**config.mk**
```make
export PLATFORM = sky130hd
export DESIGN_NAME = jpa_top
export DESIGN_NICKNAME = d
export VERILOG_FILES = /design/src/common/jpa_pkg.sv /design/src/common/jpa_tap_if.sv /design/src/hw/jpa_top.sv /design/src/hw/jpa_tap_ctrl.sv
export VERILOG_INCLUDE_DIRS = /design/src /design/src/common
export SDC_FILE = /design/constraint.sdc
export NUM_CORES = 1
export LEC_CHECK = 0
export BUFFER_PORTS_ARGS = -buffer_cell sky130_fd_sc_hd__clkbuf_2
export CORE_MARGIN = 10
export CORE_UTILIZATION = 25
export CTS_CLUSTER_DIAMETER = 100
export CTS_CLUSTER_SIZE = 10
export DETAILED_ROUTE_END_ITERATION = 7
export HOLD_SLACK_MARGIN = 0.1
export PLACE_DENSITY_LB_ADDON = 0.08
export SYNTH_ARGS = -nofsm -noshare
export SYNTH_HDL_FRONTEND = slang
export SYNTH_HIERARCHICAL = 1
export SYNTH_SLANG_ARGS = --single-unit
```
**constraint.sdc**
```tcl
create_clock -name I_CLOCK -period 3.45 [get_ports I_CLOCK]
set_clock_uncertainty 0.2 [all_clocks]
set_input_delay 0.5175 -clock I_CLOCK [delete_from_list [all_inputs] [get_ports I_CLOCK]]
set_output_delay 0.5175 -clock I_CLOCK [all_outputs]
set_load 0.05 [all_outputs]
```
**src/common/jpa_defines.svh**
```systemverilog
`ifndef JPA_DEFINES_SVH
`define JPA_DEFINES_SVH
// instruction codes
`define JPA_IR_WIDTH        4
`define JPA_INS_RESET_CHAIN 4'hc
`define JPA_INS_UNLOCK      4'h4
`define JPA_INS_COMMAND     4'h5
`define JPA_INS_PAGE_LOAD   4'h6
`define JPA_INS_PAGE_READ   4'h7
`define JPA_INS_BYPASS      4'hf
// data register widths
`define JPA_UNLOCK_WIDTH    16
`define JPA_CMD_WIDTH       15
`define JPA_BYTE_WIDTH      8
// unlock signature and reset value
`define JPA_UNLOCK_SIG      16'ha370
`define JPA_UNLOCK_RESET    16'h0000
// page-load write completes within this many test-clock cycles
`define JPA_LOAD_TCK_MAX    11
// system clocks before the disable bit is cleared under external reset
`define JPA_DISABLE_CLR_CYC 2
`endif

```
**src/common/jpa_pkg.sv**
```systemverilog
package jpa_pkg;
  // test access port controller states
  typedef enum logic [3:0] {
    TAP_RESET, TAP_IDLE, TAP_SEL_DR, TAP_CAP_DR, TAP_SHIFT_DR, TAP_EXIT1_DR,
    TAP_PAUSE_DR, TAP_EXIT2_DR, TAP_UPD_DR, TAP_SEL_IR, TAP_CAP_IR, TAP_SHIFT_IR,
    TAP_EXIT1_IR, TAP_PAUSE_IR, TAP_EXIT2_IR, TAP_UPD_IR
  } jpa_tap_t;
endpackage

```
**src/common/jpa_tap_if.sv**
```systemverilog
`timescale 1ns/1ps
// tap controller events seen by the main module
interface jpa_tap_if;
  logic tck_rise; // sampled test clock rising edge
  logic tck_fall; // sampled test clock falling edge
  logic tdi;      // synchronised test data in
  logic tms;      // synchronised mode select
  logic capture;  // capture-dr on this rising edge
  logic shift;    // shift-dr on this rising edge
  logic update;   // update-dr on this rising edge
  logic idle;     // run-test/idle on this rising edge
  logic cap_ir;   // capture-ir on this rising edge
  logic shift_ir; // shift-ir on this rising edge
  logic upd_ir;   // update-ir on this rising edge
  logic in_shift; // currently in a shift state (for tdo enable)
  modport ctrl (output tck_rise, tck_fall, tdi, tms, capture, shift, update, idle,
                output cap_ir, shift_ir, upd_ir, in_shift);
  modport user (input tck_rise, tck_fall, tdi, tms, capture, shift, update, idle,
                input cap_ir, shift_ir, upd_ir, in_shift);
endinterface

```
**src/hw/jpa_top.sv**
```systemverilog
`timescale 1ns/1ps
`include "jpa_defines.svh"
// Contract
// RL1 - four-bit instruction register selects data path
// RL2 - all shift registers shift lsb first
// RL3 - port usable only with fuse and bit clear
// RL4 - external reset clears disable bit after two clocks
// RL5 - code 0xc selects reset chain, keeps tap
// RL6 - reset chain one resets core immediately
// RL7 - core stays in reset for time-out after
// RL8 - host resets core before entering programming
// RL9 - code 0x4 unlock compared at update
// RL10 - unlock register zero at power-on reset
// RL11 - code 0x5 fifteen-bit command shift register
// RL12 - capture loads previous command result
// RL13 - update applies command, idle issues clock
// RL14 - code 0x6 selects low byte register
// RL15 - page load writes byte within eleven clocks
// RL16 - page load alternates low then high bytes
// RL17 - counter pre-increments before low except first
// RL18 - code 0x7 captures alternating memory bytes
// RL19 - counter post-increments after every high read
// RL20 - host keeps test clock below core limit
// RL21 - signature mismatch keeps programming mode off
module jpa_top #(
  parameter int RESET_TIMEOUT_CYC = 16,  // core reset time-out, from clock fuses
  parameter int PC_WIDTH          = 16   // program counter width
) (
  // clock and reset
  input  wire logic                 I_CLOCK,
  input  wire logic                 I_ARST_N,
  // test pins
  input  wire logic                 I_TCK,
  input  wire logic                 I_TMS,
  input  wire logic                 I_TDI,
  output logic                      O_TDO,
  output logic                      O_TDO_OE_N,
  // device controls
  input  wire logic                 I_TEST_PORT_ENABLE_FUSE,
  input  wire logic                 I_EXT_RESET_N,
  input  wire logic                 I_DISABLE_SET,
  input  wire logic                 I_DISABLE_CLR,
  output logic                      O_TEST_PORT_DISABLE_BIT,
  output logic                      O_TEST_PORT_ACTIVE,
  output logic                      O_CORE_RESET,
  // memory side
  input  wire logic [14:0]          I_CMD_RESULT,
  input  wire logic [7:0]           I_MEM_LOW,
  input  wire logic [7:0]           I_MEM_HIGH,
  output logic [14:0]               O_CMD,
  output logic                      O_CMD_VALID,
  output logic                      O_CMD_CLOCK,
  output logic                      O_PROG_MODE,
  output logic [PC_WIDTH-1:0]       O_PC,
  output logic [7:0]                O_WR_DATA,
  output logic                      O_WR_LOW,
  output logic                      O_WR_HIGH
);
  localparam int TOW = $clog2(RESET_TIMEOUT_CYC + 1);
  localparam int LW  = $clog2(`JPA_LOAD_TCK_MAX + 1);

  typedef struct packed {
    logic [3:0]          ir;        // active instruction
    logic [3:0]          ir_sh;     // instruction shift path
    logic                rst_ch;    // reset chain bit
    logic [15:0]         unlock;    // unlock shift register
    logic [14:0]         cmd;       // command shift; low byte is data byte path
    logic                byp;       // bypass bit
    logic                prog;      // programming mode
    logic                dis;       // port disable bit
    logic [1:0]          dis_cnt;   // system clocks under external reset
    logic [1:0]          ext_s;     // external reset synchroniser
    logic [TOW-1:0]      tmo;       // reset time-out count
    logic [14:0]         cmd_out;   // applied command
    logic                cmd_vld;   // command applied
    logic                cmd_clk;   // execution clock pulse
    logic                hi;        // next byte is high byte
    logic                first;     // first byte since instruction selected
    logic [7:0]          hold;      // page-load holding byte
    logic                wr_pend;   // write pending
    logic                wr_hi;     // pending write is high byte
    logic [LW-1:0]       wr_cnt;    // write counter, cleared at update, never advanced
    logic                wr_lo_p;   // low write pulse
    logic                wr_hi_p;   // high write pulse
    logic [PC_WIDTH-1:0] pc;        // program counter
    logic                tdo;       // registered tdo
    logic                in_ir;     // open shift path is the instruction register
  } jpa_state_t;

  jpa_state_t s_q, s_d;
  jpa_tap_if  tap ();

  // pin sync and tap controller
  jpa_tap_ctrl u_tap (
    .i_clk   (I_CLOCK),
    .i_arst_n(I_ARST_N),
    .i_tck   (I_TCK),
    .i_tms   (I_TMS),
    .i_tdi   (I_TDI),
    .tap     (tap)
  );

  logic port_ok;   // test port usable
  logic ext_rst;   // synchronised external reset
  assign port_ok = I_TEST_PORT_ENABLE_FUSE & ~s_q.dis;  // [RL3]
  assign ext_rst = ~s_q.ext_s[1];

  // decoder for instruction membership
  function automatic logic is_ins(input logic [3:0] ir, input logic [3:0] code);
    return ir == code;
  endfunction

  // next state
  always_comb begin
    s_d         = s_q;
    s_d.ext_s   = {s_q.ext_s[0], I_EXT_RESET_N};
    s_d.cmd_clk = 1'b0;
    s_d.wr_lo_p = 1'b0;
    s_d.wr_hi_p = 1'b0;
    // disable bit: software set/clear, cleared under external reset
    if (I_DISABLE_SET) s_d.dis = 1'b1;
    else if (I_DISABLE_CLR) s_d.dis = 1'b0;
    if (ext_rst && s_q.dis) begin
      s_d.dis_cnt = s_q.dis_cnt + 2'h1;
      if (s_q.dis_cnt == 2'(`JPA_DISABLE_CLR_CYC - 1)) begin
        s_d.dis     = 1'b0;  // [RL4]
        s_d.dis_cnt = 2'h0;
      end
    end else begin
      s_d.dis_cnt = 2'h0;
    end
    // reset time-out after chain release
    if (s_q.rst_ch || ext_rst) s_d.tmo = TOW'(RESET_TIMEOUT_CYC);  // [RL7]
    else if (s_q.tmo != '0) s_d.tmo = s_q.tmo - TOW'(1);
    // shift-ir and shift-dr share one shift flag, so note which capture opened the path
    if (tap.cap_ir) s_d.in_ir = 1'b1;
    else if (tap.capture) s_d.in_ir = 1'b0;
    if (port_ok) begin
      // instruction path
      if (tap.cap_ir) s_d.ir_sh = 4'h1;
      if (tap.shift_ir) s_d.ir_sh = {tap.tdi, s_q.ir_sh[3:1]};  // [RL2]
      if (tap.upd_ir) begin
        s_d.ir    = s_q.ir_sh;  // [RL1]
        s_d.hi    = 1'b0;
        s_d.first = 1'b1;
      end
      // capture
      if (tap.capture) begin
        if (is_ins(s_q.ir, `JPA_INS_COMMAND)) s_d.cmd = I_CMD_RESULT;  // [RL12]
        if (is_ins(s_q.ir, `JPA_INS_PAGE_READ) && s_q.prog) begin
          s_d.cmd[7:0] = s_q.hi ? I_MEM_HIGH : I_MEM_LOW;  // [RL18]
          s_d.hi       = ~s_q.hi;
          if (s_q.hi) s_d.pc = s_q.pc + PC_WIDTH'(1);  // [RL19]
        end
        s_d.byp = 1'b0;
      end
      // shift, lsb first
      if (tap.shift) begin
        unique case (s_q.ir)
          `JPA_INS_RESET_CHAIN: s_d.rst_ch = tap.tdi;  // [RL5]
          `JPA_INS_UNLOCK:      s_d.unlock = {tap.tdi, s_q.unlock[15:1]};  // [RL2]
          `JPA_INS_COMMAND:     s_d.cmd = {tap.tdi, s_q.cmd[14:1]};  // [RL11]
          `JPA_INS_PAGE_LOAD,
          `JPA_INS_PAGE_READ:   s_d.cmd[7:0] = {tap.tdi, s_q.cmd[7:1]};  // [RL14]
          default:              s_d.byp = tap.tdi;
        endcase
      end
      // update
      if (tap.update) begin
        if (is_ins(s_q.ir, `JPA_INS_UNLOCK))
          s_d.prog = (s_q.unlock == `JPA_UNLOCK_SIG);  // [RL9] [RL21]
        if (is_ins(s_q.ir, `JPA_INS_COMMAND) && s_q.prog) begin
          s_d.cmd_out = s_q.cmd;  // [RL13]
          s_d.cmd_vld = 1'b1;
        end
        if (is_ins(s_q.ir, `JPA_INS_PAGE_LOAD) && s_q.prog) begin
          s_d.hold    = s_q.cmd[7:0];  // [RL15]
          s_d.wr_pend = 1'b1;
          s_d.wr_hi   = s_q.hi;  // [RL16]
          s_d.wr_cnt  = '0;
          s_d.hi      = ~s_q.hi;
          if (!s_q.hi && !s_q.first) s_d.pc = s_q.pc + PC_WIDTH'(1);  // [RL17]
          s_d.first   = 1'b0;
        end
      end
      // execution clock from run-test/idle
      if (tap.idle && s_q.cmd_vld && s_q.prog) s_d.cmd_clk = 1'b1;  // [RL13]
    end
    // page buffer write, issued on the next test clock rise (well within 11)
    if (s_q.wr_pend && tap.tck_rise) begin
      s_d.wr_pend = 1'b0;
      s_d.wr_lo_p = ~s_q.wr_hi;  // [RL15]
      s_d.wr_hi_p = s_q.wr_hi;
    end
    // tdo update on falling edge
    if (tap.tck_fall) begin
      if (tap.in_shift && s_q.in_ir) begin
        s_d.tdo = s_q.ir_sh[0];  // [RL2]
      end else begin
        unique case (1'b1)
          tap.in_shift && s_q.ir == `JPA_INS_RESET_CHAIN: s_d.tdo = s_q.rst_ch;
          tap.in_shift && s_q.ir == `JPA_INS_UNLOCK:      s_d.tdo = s_q.unlock[0];
          tap.in_shift && (s_q.ir == `JPA_INS_COMMAND || s_q.ir == `JPA_INS_PAGE_LOAD ||
                           s_q.ir == `JPA_INS_PAGE_READ): s_d.tdo = s_q.cmd[0];  // [RL2]
          default:                                         s_d.tdo = s_q.byp;
        endcase
      end
    end
    // leaving programming mode drops the applied command
    if (!s_q.prog) s_d.cmd_vld = 1'b0;
  end

  // state register
  always_ff @(posedge I_CLOCK or negedge I_ARST_N) begin
    if (!I_ARST_N) begin
      s_q        <= '0;
      s_q.ir     <= `JPA_INS_BYPASS;
      s_q.unlock <= `JPA_UNLOCK_RESET;  // [RL10]
      s_q.first  <= 1'b1;
    end else begin
      s_q <= s_d;
    end
  end

  // outputs
  assign O_TDO                   = s_q.tdo;
  assign O_TDO_OE_N              = ~(port_ok & tap.in_shift);
  assign O_TEST_PORT_DISABLE_BIT = s_q.dis;
  assign O_TEST_PORT_ACTIVE      = port_ok;
  assign O_CORE_RESET            = s_q.rst_ch | ext_rst | (s_q.tmo != '0);  // [RL6]
  assign O_CMD                   = s_q.cmd_out;
  assign O_CMD_VALID             = s_q.cmd_vld;
  assign O_CMD_CLOCK             = s_q.cmd_clk;
  assign O_PROG_MODE             = s_q.prog;
  assign O_PC                    = s_q.pc;
  assign O_WR_DATA               = s_q.hold;
  assign O_WR_LOW                = s_q.wr_lo_p;
  assign O_WR_HIGH               = s_q.wr_hi_p;
endmodule

```
**src/hw/jpa_tap_ctrl.sv**
```systemverilog
`timescale 1ns/1ps
`include "jpa_defines.svh"
// pin synchroniser, edge finder and tap state machine
module jpa_tap_ctrl (
  // clock and reset
  input  wire logic i_clk,
  input  wire logic i_arst_n,
  // test pins
  input  wire logic i_tck,
  input  wire logic i_tms,
  input  wire logic i_tdi,
  // events
  jpa_tap_if.ctrl   tap
);
  typedef struct packed {
    logic [2:0]      tck_s;  // [0] first stage, [1] second, [2] delayed copy
    logic [1:0]      tms_s;  // two-stage tms
    logic [1:0]      tdi_s;  // two-stage tdi
    jpa_pkg::jpa_tap_t st;   // controller state
  } jpa_tap_state_t;

  jpa_tap_state_t s_q, s_d;
  logic           rise;      // test clock rising edge

  assign rise = s_q.tck_s[1] & ~s_q.tck_s[2];

  // next state of synchronisers and controller
  always_comb begin
    s_d       = s_q;
    s_d.tck_s = {s_q.tck_s[1], s_q.tck_s[0], i_tck};
    s_d.tms_s = {s_q.tms_s[0], i_tms};
    s_d.tdi_s = {s_q.tdi_s[0], i_tdi};
    if (rise) begin
      unique case (s_q.st)
        jpa_pkg::TAP_RESET:    s_d.st = s_q.tms_s[1] ? jpa_pkg::TAP_RESET  : jpa_pkg::TAP_IDLE;
        jpa_pkg::TAP_IDLE:     s_d.st = s_q.tms_s[1] ? jpa_pkg::TAP_SEL_DR : jpa_pkg::TAP_IDLE;
        jpa_pkg::TAP_SEL_DR:   s_d.st = s_q.tms_s[1] ? jpa_pkg::TAP_SEL_IR : jpa_pkg::TAP_CAP_DR;
        jpa_pkg::TAP_CAP_DR:   s_d.st = s_q.tms_s[1] ? jpa_pkg::TAP_EXIT1_DR
                                                     : jpa_pkg::TAP_SHIFT_DR;
        jpa_pkg::TAP_SHIFT_DR: s_d.st = s_q.tms_s[1] ? jpa_pkg::TAP_EXIT1_DR
                                                     : jpa_pkg::TAP_SHIFT_DR;
        jpa_pkg::TAP_EXIT1_DR: s_d.st = s_q.tms_s[1] ? jpa_pkg::TAP_UPD_DR : jpa_pkg::TAP_PAUSE_DR;
        jpa_pkg::TAP_PAUSE_DR: s_d.st = s_q.tms_s[1] ? jpa_pkg::TAP_EXIT2_DR
                                                     : jpa_pkg::TAP_PAUSE_DR;
        jpa_pkg::TAP_EXIT2_DR: s_d.st = s_q.tms_s[1] ? jpa_pkg::TAP_UPD_DR
                                                     : jpa_pkg::TAP_SHIFT_DR;
        jpa_pkg::TAP_UPD_DR:   s_d.st = s_q.tms_s[1] ? jpa_pkg::TAP_SEL_DR : jpa_pkg::TAP_IDLE;
        jpa_pkg::TAP_SEL_IR:   s_d.st = s_q.tms_s[1] ? jpa_pkg::TAP_RESET  : jpa_pkg::TAP_CAP_IR;
        jpa_pkg::TAP_CAP_IR:   s_d.st = s_q.tms_s[1] ? jpa_pkg::TAP_EXIT1_IR
                                                     : jpa_pkg::TAP_SHIFT_IR;
        jpa_pkg::TAP_SHIFT_IR: s_d.st = s_q.tms_s[1] ? jpa_pkg::TAP_EXIT1_IR
                                                     : jpa_pkg::TAP_SHIFT_IR;
        jpa_pkg::TAP_EXIT1_IR: s_d.st = s_q.tms_s[1] ? jpa_pkg::TAP_UPD_IR : jpa_pkg::TAP_PAUSE_IR;
        jpa_pkg::TAP_PAUSE_IR: s_d.st = s_q.tms_s[1] ? jpa_pkg::TAP_EXIT2_IR
                                                     : jpa_pkg::TAP_PAUSE_IR;
        jpa_pkg::TAP_EXIT2_IR: s_d.st = s_q.tms_s[1] ? jpa_pkg::TAP_UPD_IR
                                                     : jpa_pkg::TAP_SHIFT_IR;
        jpa_pkg::TAP_UPD_IR:   s_d.st = s_q.tms_s[1] ? jpa_pkg::TAP_SEL_DR : jpa_pkg::TAP_IDLE;
      endcase
    end
  end

  // state register
  always_ff @(posedge i_clk or negedge i_arst_n) begin
    if (!i_arst_n) begin
      s_q <= '{tck_s: 3'h0, tms_s: 2'h3, tdi_s: 2'h0, st: jpa_pkg::TAP_RESET};
    end else begin
      s_q <= s_d;
    end
  end

  // events: actions of the current state happen on its rising edge
  assign tap.tck_rise = rise;
  assign tap.tck_fall = ~s_q.tck_s[1] & s_q.tck_s[2];
  assign tap.tdi      = s_q.tdi_s[1];
  assign tap.tms      = s_q.tms_s[1];
  assign tap.capture  = rise & (s_q.st == jpa_pkg::TAP_CAP_DR);
  assign tap.shift    = rise & (s_q.st == jpa_pkg::TAP_SHIFT_DR);
  assign tap.update   = rise & (s_q.st == jpa_pkg::TAP_UPD_DR);
  assign tap.idle     = rise & (s_q.st == jpa_pkg::TAP_IDLE);
  assign tap.cap_ir   = rise & (s_q.st == jpa_pkg::TAP_CAP_IR);
  assign tap.shift_ir = rise & (s_q.st == jpa_pkg::TAP_SHIFT_IR);
  assign tap.upd_ir   = rise & (s_q.st == jpa_pkg::TAP_UPD_IR);
  assign tap.in_shift = (s_q.st == jpa_pkg::TAP_SHIFT_DR) | (s_q.st == jpa_pkg::TAP_SHIFT_IR);
endmodule

```
## Word-level counts from Yosys, hierarchy flattened

Cells that the tools add are included.

- Register bits: 112
- Input port bits: 40
- Output and inout bits: 49

- Add/sub/neg operators: 3
- Equality and inequality tests: 25
- Multiplexer cells: 52
- Bitwise logic cells: 21
- Reduce and logical (&&, ||, !) cells: 39

Operators by type and width:

| operator | count |
|---|---|
| 16-bit two-way mux | 10 |
| 4-bit one-hot mux with 12 select lines | 1 |
| 4-bit == test, second input constant | 9 |
| 4-bit by 3-bit == test with 1-bit output, second input constant | 8 |
| 4-bit two-way mux | 6 |
| 3-bit AND reduction | 7 |
| 18-bit two-way mux | 1 |
| 1-bit two-way mux | 17 |
| 16-bit by 1-bit adder with 16-bit output, second input constant | 1 |
| 16-bit == test, second input constant | 1 |
| 8-bit two-way mux | 2 |
| 8-bit one-hot mux with 2 select lines | 1 |
| 15-bit two-way mux | 1 |
| 1-bit logical AND | 12 |
| 2-bit two-way mux | 6 |
| 2-bit nonzero test | 6 |
| 1-bit AND | 11 |
| 5-bit two-way mux | 2 |
| 3-bit two-way mux | 3 |
| 4-bit by 2-bit == test with 1-bit output, second input constant | 2 |
| 7-bit two-way mux | 1 |
| 1-bit inverter | 7 |
| 2-bit by 1-bit != test with 1-bit output, second input constant | 3 |
| 2-bit OR reduction | 3 |
| other kinds (13) | 19 |

## Depth between registers and ports, before layout

Gate-level depths: netlist of the first run.

- Depth in word-level cells: 10
- Mapped depth: 11

## Hierarchy

Netlist of the first run, hierarchy kept.

Modules (own cells, without submodules):

| module | times used | cells an instance | area each (µm²) | sequential area each (µm²) |
|---|---|---|---|---|
| jpa_top | 1 | 421 | 4,897.2 | 2,533.7 |
| jpa_tap_ctrl | 1 | 68 | 628.1 | 277.8 |

## Worst setup path after synthesis of the first run

No wires, ideal clock.

- Kind: register -> output
- Start point: reg s_q, in the netlist O_TEST_PORT_DISABLE_BIT
- End point: out O_TDO_OE_N
- Arrival: 2.315 ns
- Required time: 2.732 ns
- Path slack: 0.417 ns
- Cell stages (with the launch flop): 5
- Buffers on the path: 2
- Cell sequence: dfrtp_1 > nor2b_1 > clkbuf_1 > clkbuf_1 > nand2_1

- Longest elaborated chain between the ends: 4

RTL lines:

| item | line | RTL |
|---|---|---|
| start: declaration | jpa_top.sv:90 | `jpa_state_t s_q, s_d;` |
| 1-bit inverter | jpa_top.sv:105 | `assign port_ok = I_TEST_PORT_ENABLE_FUSE & ~s_q.dis;` |
| 1-bit AND | jpa_top.sv:105 |  |
| via O_TEST_PORT_ACTIVE | jpa_top.sv:44 | `output logic O_TEST_PORT_ACTIVE,` |
| 1-bit AND | jpa_top.sv:227 | `assign O_TDO_OE_N = ~(port_ok & tap.in_shift);` |
| 1-bit inverter | jpa_top.sv:227 |  |
| end: declaration | jpa_top.sv:37 | `output logic O_TDO_OE_N,` |

The timed path passes the listed nets, and every way through them passes these cells.

## Worst setup path in the final report of the first run

- Start point: reg u_tap/s_q[2] (netlist bit)
- End point: out O_TDO_OE_N

- Longest elaborated chain between the ends: 4

RTL lines:

| item | line | RTL |
|---|---|---|
| start: declaration | jpa_tap_ctrl.sv:22 | `jpa_tap_state_t s_q, s_d;` |
| start signal: assignment | jpa_tap_ctrl.sv:66 | `s_q <= '{tck_s: 3'h0, tms_s: 2'h3, tdi_s: 2'h0, st: jpa_pkg::TAP_RESET};` |
| 4-bit by 3-bit == test with 1-bit output / 4-bit == test (equally long branches) | jpa_tap_ctrl.sv:84 | `assign tap.in_shift = (s_q.st == jpa_pkg::TAP_SHIFT_DR) \| (s_q.st == jpa_pkg::TAP_SHIFT_IR);` |
| 1-bit bitwise OR * | jpa_tap_ctrl.sv:84 |  |
| via tap.in_shift | jpa_tap_if.sv:15 | `logic in_shift;` |
| 1-bit AND * | jpa_top.sv:227 |  |
| 1-bit inverter * | jpa_top.sv:227 |  |

The timed path passes the listed nets; every way through them passes the cells marked *.

==> results.yml, run 1 <==
status:
  status: "finished clean"
synth:
  syn_avg_cell_area_sq_um: 11.3
  ys_seq_area_share_pct: 50.9
  synth.net_count: 532
  syn_inst: 489
  yosysWarnings: 6
  synthTopCellsByCount: "dfrtp_1 (105), buf_4 (42), mux2_2 (35), nand2_1 (32), nor2_1 (31)"
  synth_top_area_cell: "dfrtp_1"
  yosysUniqueCellTypes: 64
  synth_top_area_share_pct: 47.6
  syn_area_sq_um: 5530
  yosys-top-cells-area: "dfrtp_1 (48%), mux2_2 (7.1%), buf_4 (5.7%)"
  synth_seq_cells: 112
  synth.most_common_cell: "dfrtp_1"
  async_flop_share_pct: 100
  synth-edff-count: 0
  synth_ff_type: "dfrtp_1"
worst_hold_path:
  hold_depth: 0
  min_from: "u_tap/s_d[9]"
  hold_path.class: "reg -> reg"
  whs_endpoint: "u_tap/s_d[10]"
cells_and_area:
  drive_gt1_share_pct: 33.1
  areaGrowthSynthToFinish_pct: 15.3
  fillCellCount: 2290
  num-nets-final: 588
  diodes: 0
  finalNonFillerCells: 830
  fin_util_pct: 29.3
  final_area_sq_um: 6370
timing:
  period_share_pct: 75.8
  fmax_mhz: 382
  finalWorstSetupSlack_ns: 0.835
  final_max_slew_viol_count: 0
  worstMarginPinSlew_ns: 0.738
  maxSlewHeadroom_pct: 50.8
  rsz0062_at_grt: "false"
  fin_setup_tns_ns: 0
  final_hold_viol_count: 0
  finalSetupViolations: 0
  fin_crit_ns: 2.62
routing:
  drt-initial-drc-count: 173
  antenna_left: 0
  vias: 3737
  via_per_inst: 4.50
  wl_um: 13300
  wl_per_cell_um: 16.1
  drc: 0
  firstDrtPassIters: 4
placed_design:
  post-dp-hpwl_um: 9690
  place_ws_ns: 0.820
  placed_area_sq_um: 6000
  dpl.cell_count: 809
  place.gp.congestion: 0.769
  numPortBuffers: 88
setup_path:
  cp_slowest_stage_delay_ns: 0.53
  worst_r2r_endpoint: "O_PC[13]"
  crit_family: "flip-flops"
  crit_type: "reg -> out"
  rrSetupSlack_ns: 0.85
  reg2reg_depth: 8
  crit_arrival_ns: 1.90
  crit_chain: "nand2b_1, o21ai_1, nand2_1, clkbuf_2"
  critPathCaptureType: "output pin"
  crit_buf_inv: 1
  slowest_stage: "dfrtp_1"
  critPathLaunchType: "register"
  required_ns: 2.73
  r2r_start: "u_tap/s_q[2]"
  crit_fanout: 13
grt:
  grt_pass1_vias: 3860
  grt_usage_pct: 9.40
  antenna_found_initial: 0
  grt_max_degree: 53
  grt_pass1_wl_um: 21600
  overflow: 0
clock_tree:
  clk_pin_slew_ns: 0.07
  cts_tree: "yes"
  numCtsBuffers: 9
  post_cts_buffers: 0
  clock_sinks: 112
  cts-root-buf: "clkbuf_16"
  clock_latency_ns: 0.35
  ctsResizeCount: 0
  clockBufferDepth: 2
  cts_max_level: 3
pwr:
  power_frac_comb_pct: 14.6
  clock_power_share_pct: 36.4
  peakVddDrop_mv: 0.164
  p_leak_nw: 2.96
  pwr-share-seq_pct: 49.0
  netSwitchingPower_w: 0.000874
  power.internal_w: 0.00225
  switching_share_pct: 28.0
  pwr_density_cell_nw_per_um2: 490
die:
  die_y_um: 169
  die-area_sq_um: 28400
  io-pin-count: 89
  core_area_sq_um: 21800
  rows: 54
  die_w_um: 169
  start_util_pct: 25.4
flow_run:
  maxCapViolCount: 0
-- sequential cells by signal, summed over array words and instances, names as in the netlist --
signal and count:
O_PC 16, O_PROG_MODE 1, u_tap/tap.tms 1, u_tap/tap.tdi 1, O_TEST_PORT_DISABLE_BIT 1, O_CMD_VALID 1
O_CMD_CLOCK 1, O_WR_DATA 8, u_tap/s_q 5, O_TDO 1, u_tap/s_d 4, O_CMD 15
O_WR_HIGH 1, O_WR_LOW 1, s_d 1, s_q 54
-- layer usage --
layer | wire length [um] | part of all wire [%] | global-route usage (%) | vias up
li1 | - | - | - | 1811
met1 | 6360 | 48 | 12.2 | 1850
met2 | 6150 | 46 | 14.7 | 67
met3 | 638 | 4.8 | 2.27 | 9
met4 | 176 | 1.3 | 3.94 | 0
met5 | 0 | 0 | 0 | -
-- kinds of logic (layout without fill, tap and decap cells) --
kind of cell | after synthesis | count (layout) | share of synthesized area, %
and+or+nand+nor | 139 | 139 | 14.2
DFF | 112 | 112 | 50.9
AOI/OAI and AO/OA | 88 | 88 | 11.1
buffers and inverters | 73 | 134 | 8.56
muxes | 57 | 57 | 11.9
xor gates and xnor gates | 17 | 17 | 2.69
adders and majority gates | 3 | 3 | 0.679
-- per-stage QoR --
step | hold WS, ns | power (W)
2_1_floorplan | 0.0219 | 0.00187
3_3_place_gp | 0.136 | 0.00201
5_1_grt | 0.156 | 0.00331
6_report | 0.152 | 0.00312
3_5_place_dp | 0.138 | 0.00201
4_1_cts | 0.154 | 0.00318
-- power groups by stage --
stage / Sequential [W] / Combinational, W / Clock [W]
final: 0.00153 / 0.000455 / 0.00114
after global routing: 0.00155 / 0.000516 / 0.00124
after CTS: 0.00153 / 0.000461 / 0.00119
after detailed placement: 0.00155 / 0.000455 / 0
after floorplan: 0.00149 / 0.000378 / 0
after global placement: 0.00155 / 0.000455 / 0
-- worst reg2reg max path, stage by stage, from the launching register on --
cell and delay (ns):
dfrtp_1 0.53, nand2b_1 0.30, nor4_1 0.21, buf_4 0.18
inv_1 0.06, o41ai_4 0.48, and4_1 0.31, nand3_1 0.10
xnor2_1 0.13
-- cell usage in the layout (no fill, tap or decap), types with 3 or more instances in the layout --
cell	Yosys	layout
nand2b_1	5	5
and2_1	5	5
mux2i_1	12	12
nand2_1	32	32
and3_1	6	6
o32ai_1	7	7
nor4b_1	3	3
a22o_1	8	8
nand3_1	10	10
clkbuf_16	0	9
nor2_1	31	31
inv_1	12	12
nor4_1	3	3
xnor2_1	11	11
xor2_1	6	6
dfstp_2	7	7
o21ai_0	19	19
a32o_1	4	4
clkbuf_2	0	87
nor2b_1	5	4
mux2_2	35	35
o21ai_1	4	4
nor3_1	13	13
mux2_4	8	8
ha_1	3	3
buf_4	42	11
dlygate4sd3_1	0	5
a21oi_1	30	30
dfrtp_1	105	105
-- worst max path at each step --
stage / startpoint / end / slack [ns] / cells after the start
2_1_floorplan: O_TEST_PORT_DISABLE_BIT / O_TDO_OE_N / 0.42 / 4
3_3_place_gp: u_tap/s_q[2] / O_PC[14] / 0.83 / 8
3_5_place_dp: u_tap/s_q[2] / O_PC[14] / 0.82 / 8
4_1_cts: u_tap/s_q[2] / O_PC[13] / 0.83 / 8
5_1_grt: u_tap/s_q[2] / O_PC[15] / 0.59 / 8
6_report: u_tap/s_q[2] / O_TDO_OE_N / 0.83 / 4
-- area by class of cell --
| type | count | area (sq um) | area share (%) |
|---|---|---|---|
| flip-flops and latches | 112 | 2810 | 44.1 |
| multi-input cells | 304 | 2240 | 35.2 |
| clock inverters | 5 | 80.1 | 1.26 |
| repair buffers | 104 | 588 | 9.23 |
| well taps | 280 | 350 | 5.50 |
| clock buffers | 11 | 243 | 3.81 |
| inverters | 14 | 52.6 | 0.825 |
-- repair_timing --
| item | in CTS | in global routing |
|---|---|---|
| setup endpoints to repair | 0 | 0 |
| hold endpoints to repair | 52 | 0 |
| hold buffers | 5 | 0 |
(Power assumes the default switching activity.)
==> inputs of run 2 (changes only) <==
--- a/config.mk
+++ b/config.mk
@@ -6,6 +6,7 @@
 export SDC_FILE = /design/constraint.sdc
 export NUM_CORES = 1
 export LEC_CHECK = 0
+export ABC_AREA = 1
 export BUFFER_PORTS_ARGS = -buffer_cell sky130_fd_sc_hd__clkbuf_2
 export CORE_MARGIN = 10
 export CORE_UTILIZATION = 25
==> constraint.sdc (replaced) <==
create_clock -name I_CLOCK -period 2.2 [get_ports I_CLOCK]
set_clock_uncertainty 0.2 [all_clocks]
set_input_delay 0.33 -clock I_CLOCK [delete_from_list [all_inputs] [get_ports I_CLOCK]]
set_output_delay 0.33 -clock I_CLOCK [all_outputs]
set_load 0.05 [all_outputs]
==> results.yml, run 2 <==
timing:
  rsz0062_at_grt: "false"
  finalSetupViolations: 0
  final_max_slew_viol_count: 0
  worstMarginPinSlew_ns: 0.403
  fin_setup_tns_ns: 0
  maxSlewHeadroom_pct: 73.1
  final_hold_viol_count: 0
  fmax_mhz: 479
  period_share_pct: 95.0
  fin_crit_ns: 2.09
grt:
  antenna_found_initial: 0
  grt_pass1_wl_um: 25300
  grt_pass1_vias: 4755
  grt_max_degree: 58
  grt_usage_pct: 10.8
  overflow: 0
synth:
  syn_avg_cell_area_sq_um: 8.23
  yosysWarnings: 6
  synth.most_common_cell: "nand2_1"
  synth_compound_area_share_pct: 12.0
  synth_top_area_cell: "dfrtp_1"
  syn_inst: 702
  synth_top_area_share_pct: 45.5
  synth_ff_type: "dfrtp_1"
  ys_seq_area_share_pct: 48.6
  synthTopCellsByCount: "nand2_1 (163), dfrtp_1 (105), inv_1 (82), nor2_1 (62), o21ai_0 (42)"
  synth-simple-area-share_pct: 25.0
  synth-edff-count: 0
  synthAdderAreaFrac_pct: 0.649
  syn_area_sq_um: 5780
  synth.net_count: 745
  synth_seq_cells: 112
  synth_mux_area_share_pct: 0.541
  async_flop_share_pct: 100
  synth_xor_area_share_pct: 0.909
  yosysUniqueCellTypes: 42
  synth_top_family_by_area: "simple AND/OR/NAND/NOR gates"
  yosys-top-cells-area: "dfrtp_1 (45%), nand2_1 (11%), inv_1 (5.3%)"
clock_tree:
  clock_latency_ns: 0.35
  clockBufferDepth: 2
  cts-root-buf: "clkbuf_16"
  cts_max_level: 3
  numCtsBuffers: 9
  clock_sinks: 112
  clk_pin_slew_ns: 0.08
  post_cts_buffers: 0
  cts_tree: "yes"
routing:
  drt-initial-drc-count: 308
  antenna_left: 0
  vias: 4696
  firstDrtPassIters: 4
  via_per_inst: 4.37
  drc: 0
  wl_um: 15700
  wl_per_cell_um: 14.6
placed_design:
  place.gp.congestion: 0.805
  post-dp-hpwl_um: 11900
  numPortBuffers: 88
  dpl.cell_count: 1047
setup_path:
  crit_type: "reg -> out"
  worst_r2r_endpoint: "O_PC[3]"
  crit_fanout: 5
  rrSetupSlack_ns: 0.16
  critPathLaunchType: "register"
  reg2reg_depth: 11
  r2r_start: "u_tap/s_q[0]"
  critPathCaptureType: "output pin"
  required_ns: 1.67
  critPathLaunch: "u_tap/s_q[3]"
  crit_arrival_ns: 1.56
pwr:
  switching_share_pct: 29.9
  power.internal_w: 0.00340
  pwr_density_cell_nw_per_um2: 703
  clock_power_share_pct: 35.0
  pwr-share-seq_pct: 47.1
  peakVddDrop_mv: 0.300
  p_leak_nw: 3.43
  netSwitchingPower_w: 0.00145
  power_frac_comb_pct: 17.9
cells_and_area:
  fin_util_pct: 30.4
  finalNonFillerCells: 1074
  fillCellCount: 2431
  largest_register_ffs: 54
  diodes: 0
  num-nets-final: 827
  areaGrowthSynthToFinish_pct: 19.6
  final_cell_mix: "nand2_1 (159), dfrtp_1 (102), clkbuf_2 (86)"
  max_flop_register: "s_q"
  drive_gt1_share_pct: 24.0
  final_common_cell: "nand2_1"
worst_hold_path:
  hold_depth: 3
  hold_path.class: "in -> reg"
  whs_endpoint: "s_q[73]"
  min_from: "I_CMD_RESULT[8]"
die:
  die-area_sq_um: 29600
  start_util_pct: 25.4
  die_w_um: 172
  io-pin-count: 89
  rows: 55
  die_y_um: 172
  core_area_sq_um: 22700
status:
  status: "finished clean"
flow_run:
  maxCapViolCount: 0
-- run 2: timing repair --
item	CTS	global route
endpoints found under the hold margin	122	0
hold buffers	11	0
endpoints found under the setup margin	1	52
resized for setup	4	10
-- run 2: stage by stage --
stage                     power [W]  setup WS, ns  instance area (sq um)  hold WS [ns]
after detailed placement    0.00316        0.0579                   6470         0.140
final                       0.00486         0.110                   6910         0.108
after CTS                   0.00493        0.0141                   6890         0.104
after global routing        0.00517      0.000929                   6910         0.106
after global placement      0.00316        0.0806                   6470         0.133
after floorplan             0.00282        0.0487                   5790        -0.166
-- run 2: worst max-delay path by stage --
stage / to / slack [ns] / cells past startpoint
after floorplan: s_q[73] / 0.05 / 9
after global placement: O_PC[4] / 0.08 / 13
after detailed placement: s_q[24] / 0.06 / 11
after CTS: O_TDO_OE_N / 0.01 / 6
after global routing: s_q[65] / 0.0009 / 7
final: O_TDO_OE_N / 0.11 / 6
-- run 2: final cells by class --
cell class	instances	area, sq um	area share (%)
clock buffer	10	229	3.31
clock inverter	6	76.3	1.10
inverter	87	327	4.72
multi-input combinational	446	2290	33.1
sequential	112	2820	40.7
tap	285	357	5.16
timing repair buffer	128	823	11.9
-- run 2: power groups by stage --
stage | Combinational (W) | Clock (W) | Sequential [W]
floorplan | 0.000490 | 0 | 0.00233
global placement | 0.000850 | 0 | 0.00231
detailed placement | 0.000843 | 0 | 0.00232
CTS | 0.000870 | 0.00178 | 0.00228
global route | 0.000998 | 0.00187 | 0.00231
finish | 0.000871 | 0.00170 | 0.00229
-- run 2: kinds of logic after synthesis --
| group | count (synthesis) |
|---|---|
| DFF | 112 |
| xor gates and xnor gates | 6 |
| AOI/OAI and AO/OA | 119 |
| muxes | 3 |
| and+or+nand+nor | 315 |
| buffers and inverters | 144 |
| adders and majority gates | 3 |
-- run 2: worst max-delay path, stage by stage, from the launching register on --
cell      delay [ns]
dfrtp_2         0.44
inv_2           0.06
nor2_4          0.13
inv_1           0.09
o21ai_2         0.17
nand2_2         0.10
clkbuf_4        0.22
-- run 2: layer usage --
metal  track usage (%)  up-vias  share of wire (%)
met5                 0        -                  0
met4              3.22        0                1.1
met3              2.49       13                4.9
met2              16.6       96                 45
met1              14.6     2192                 49
li1                  -     2395                  -
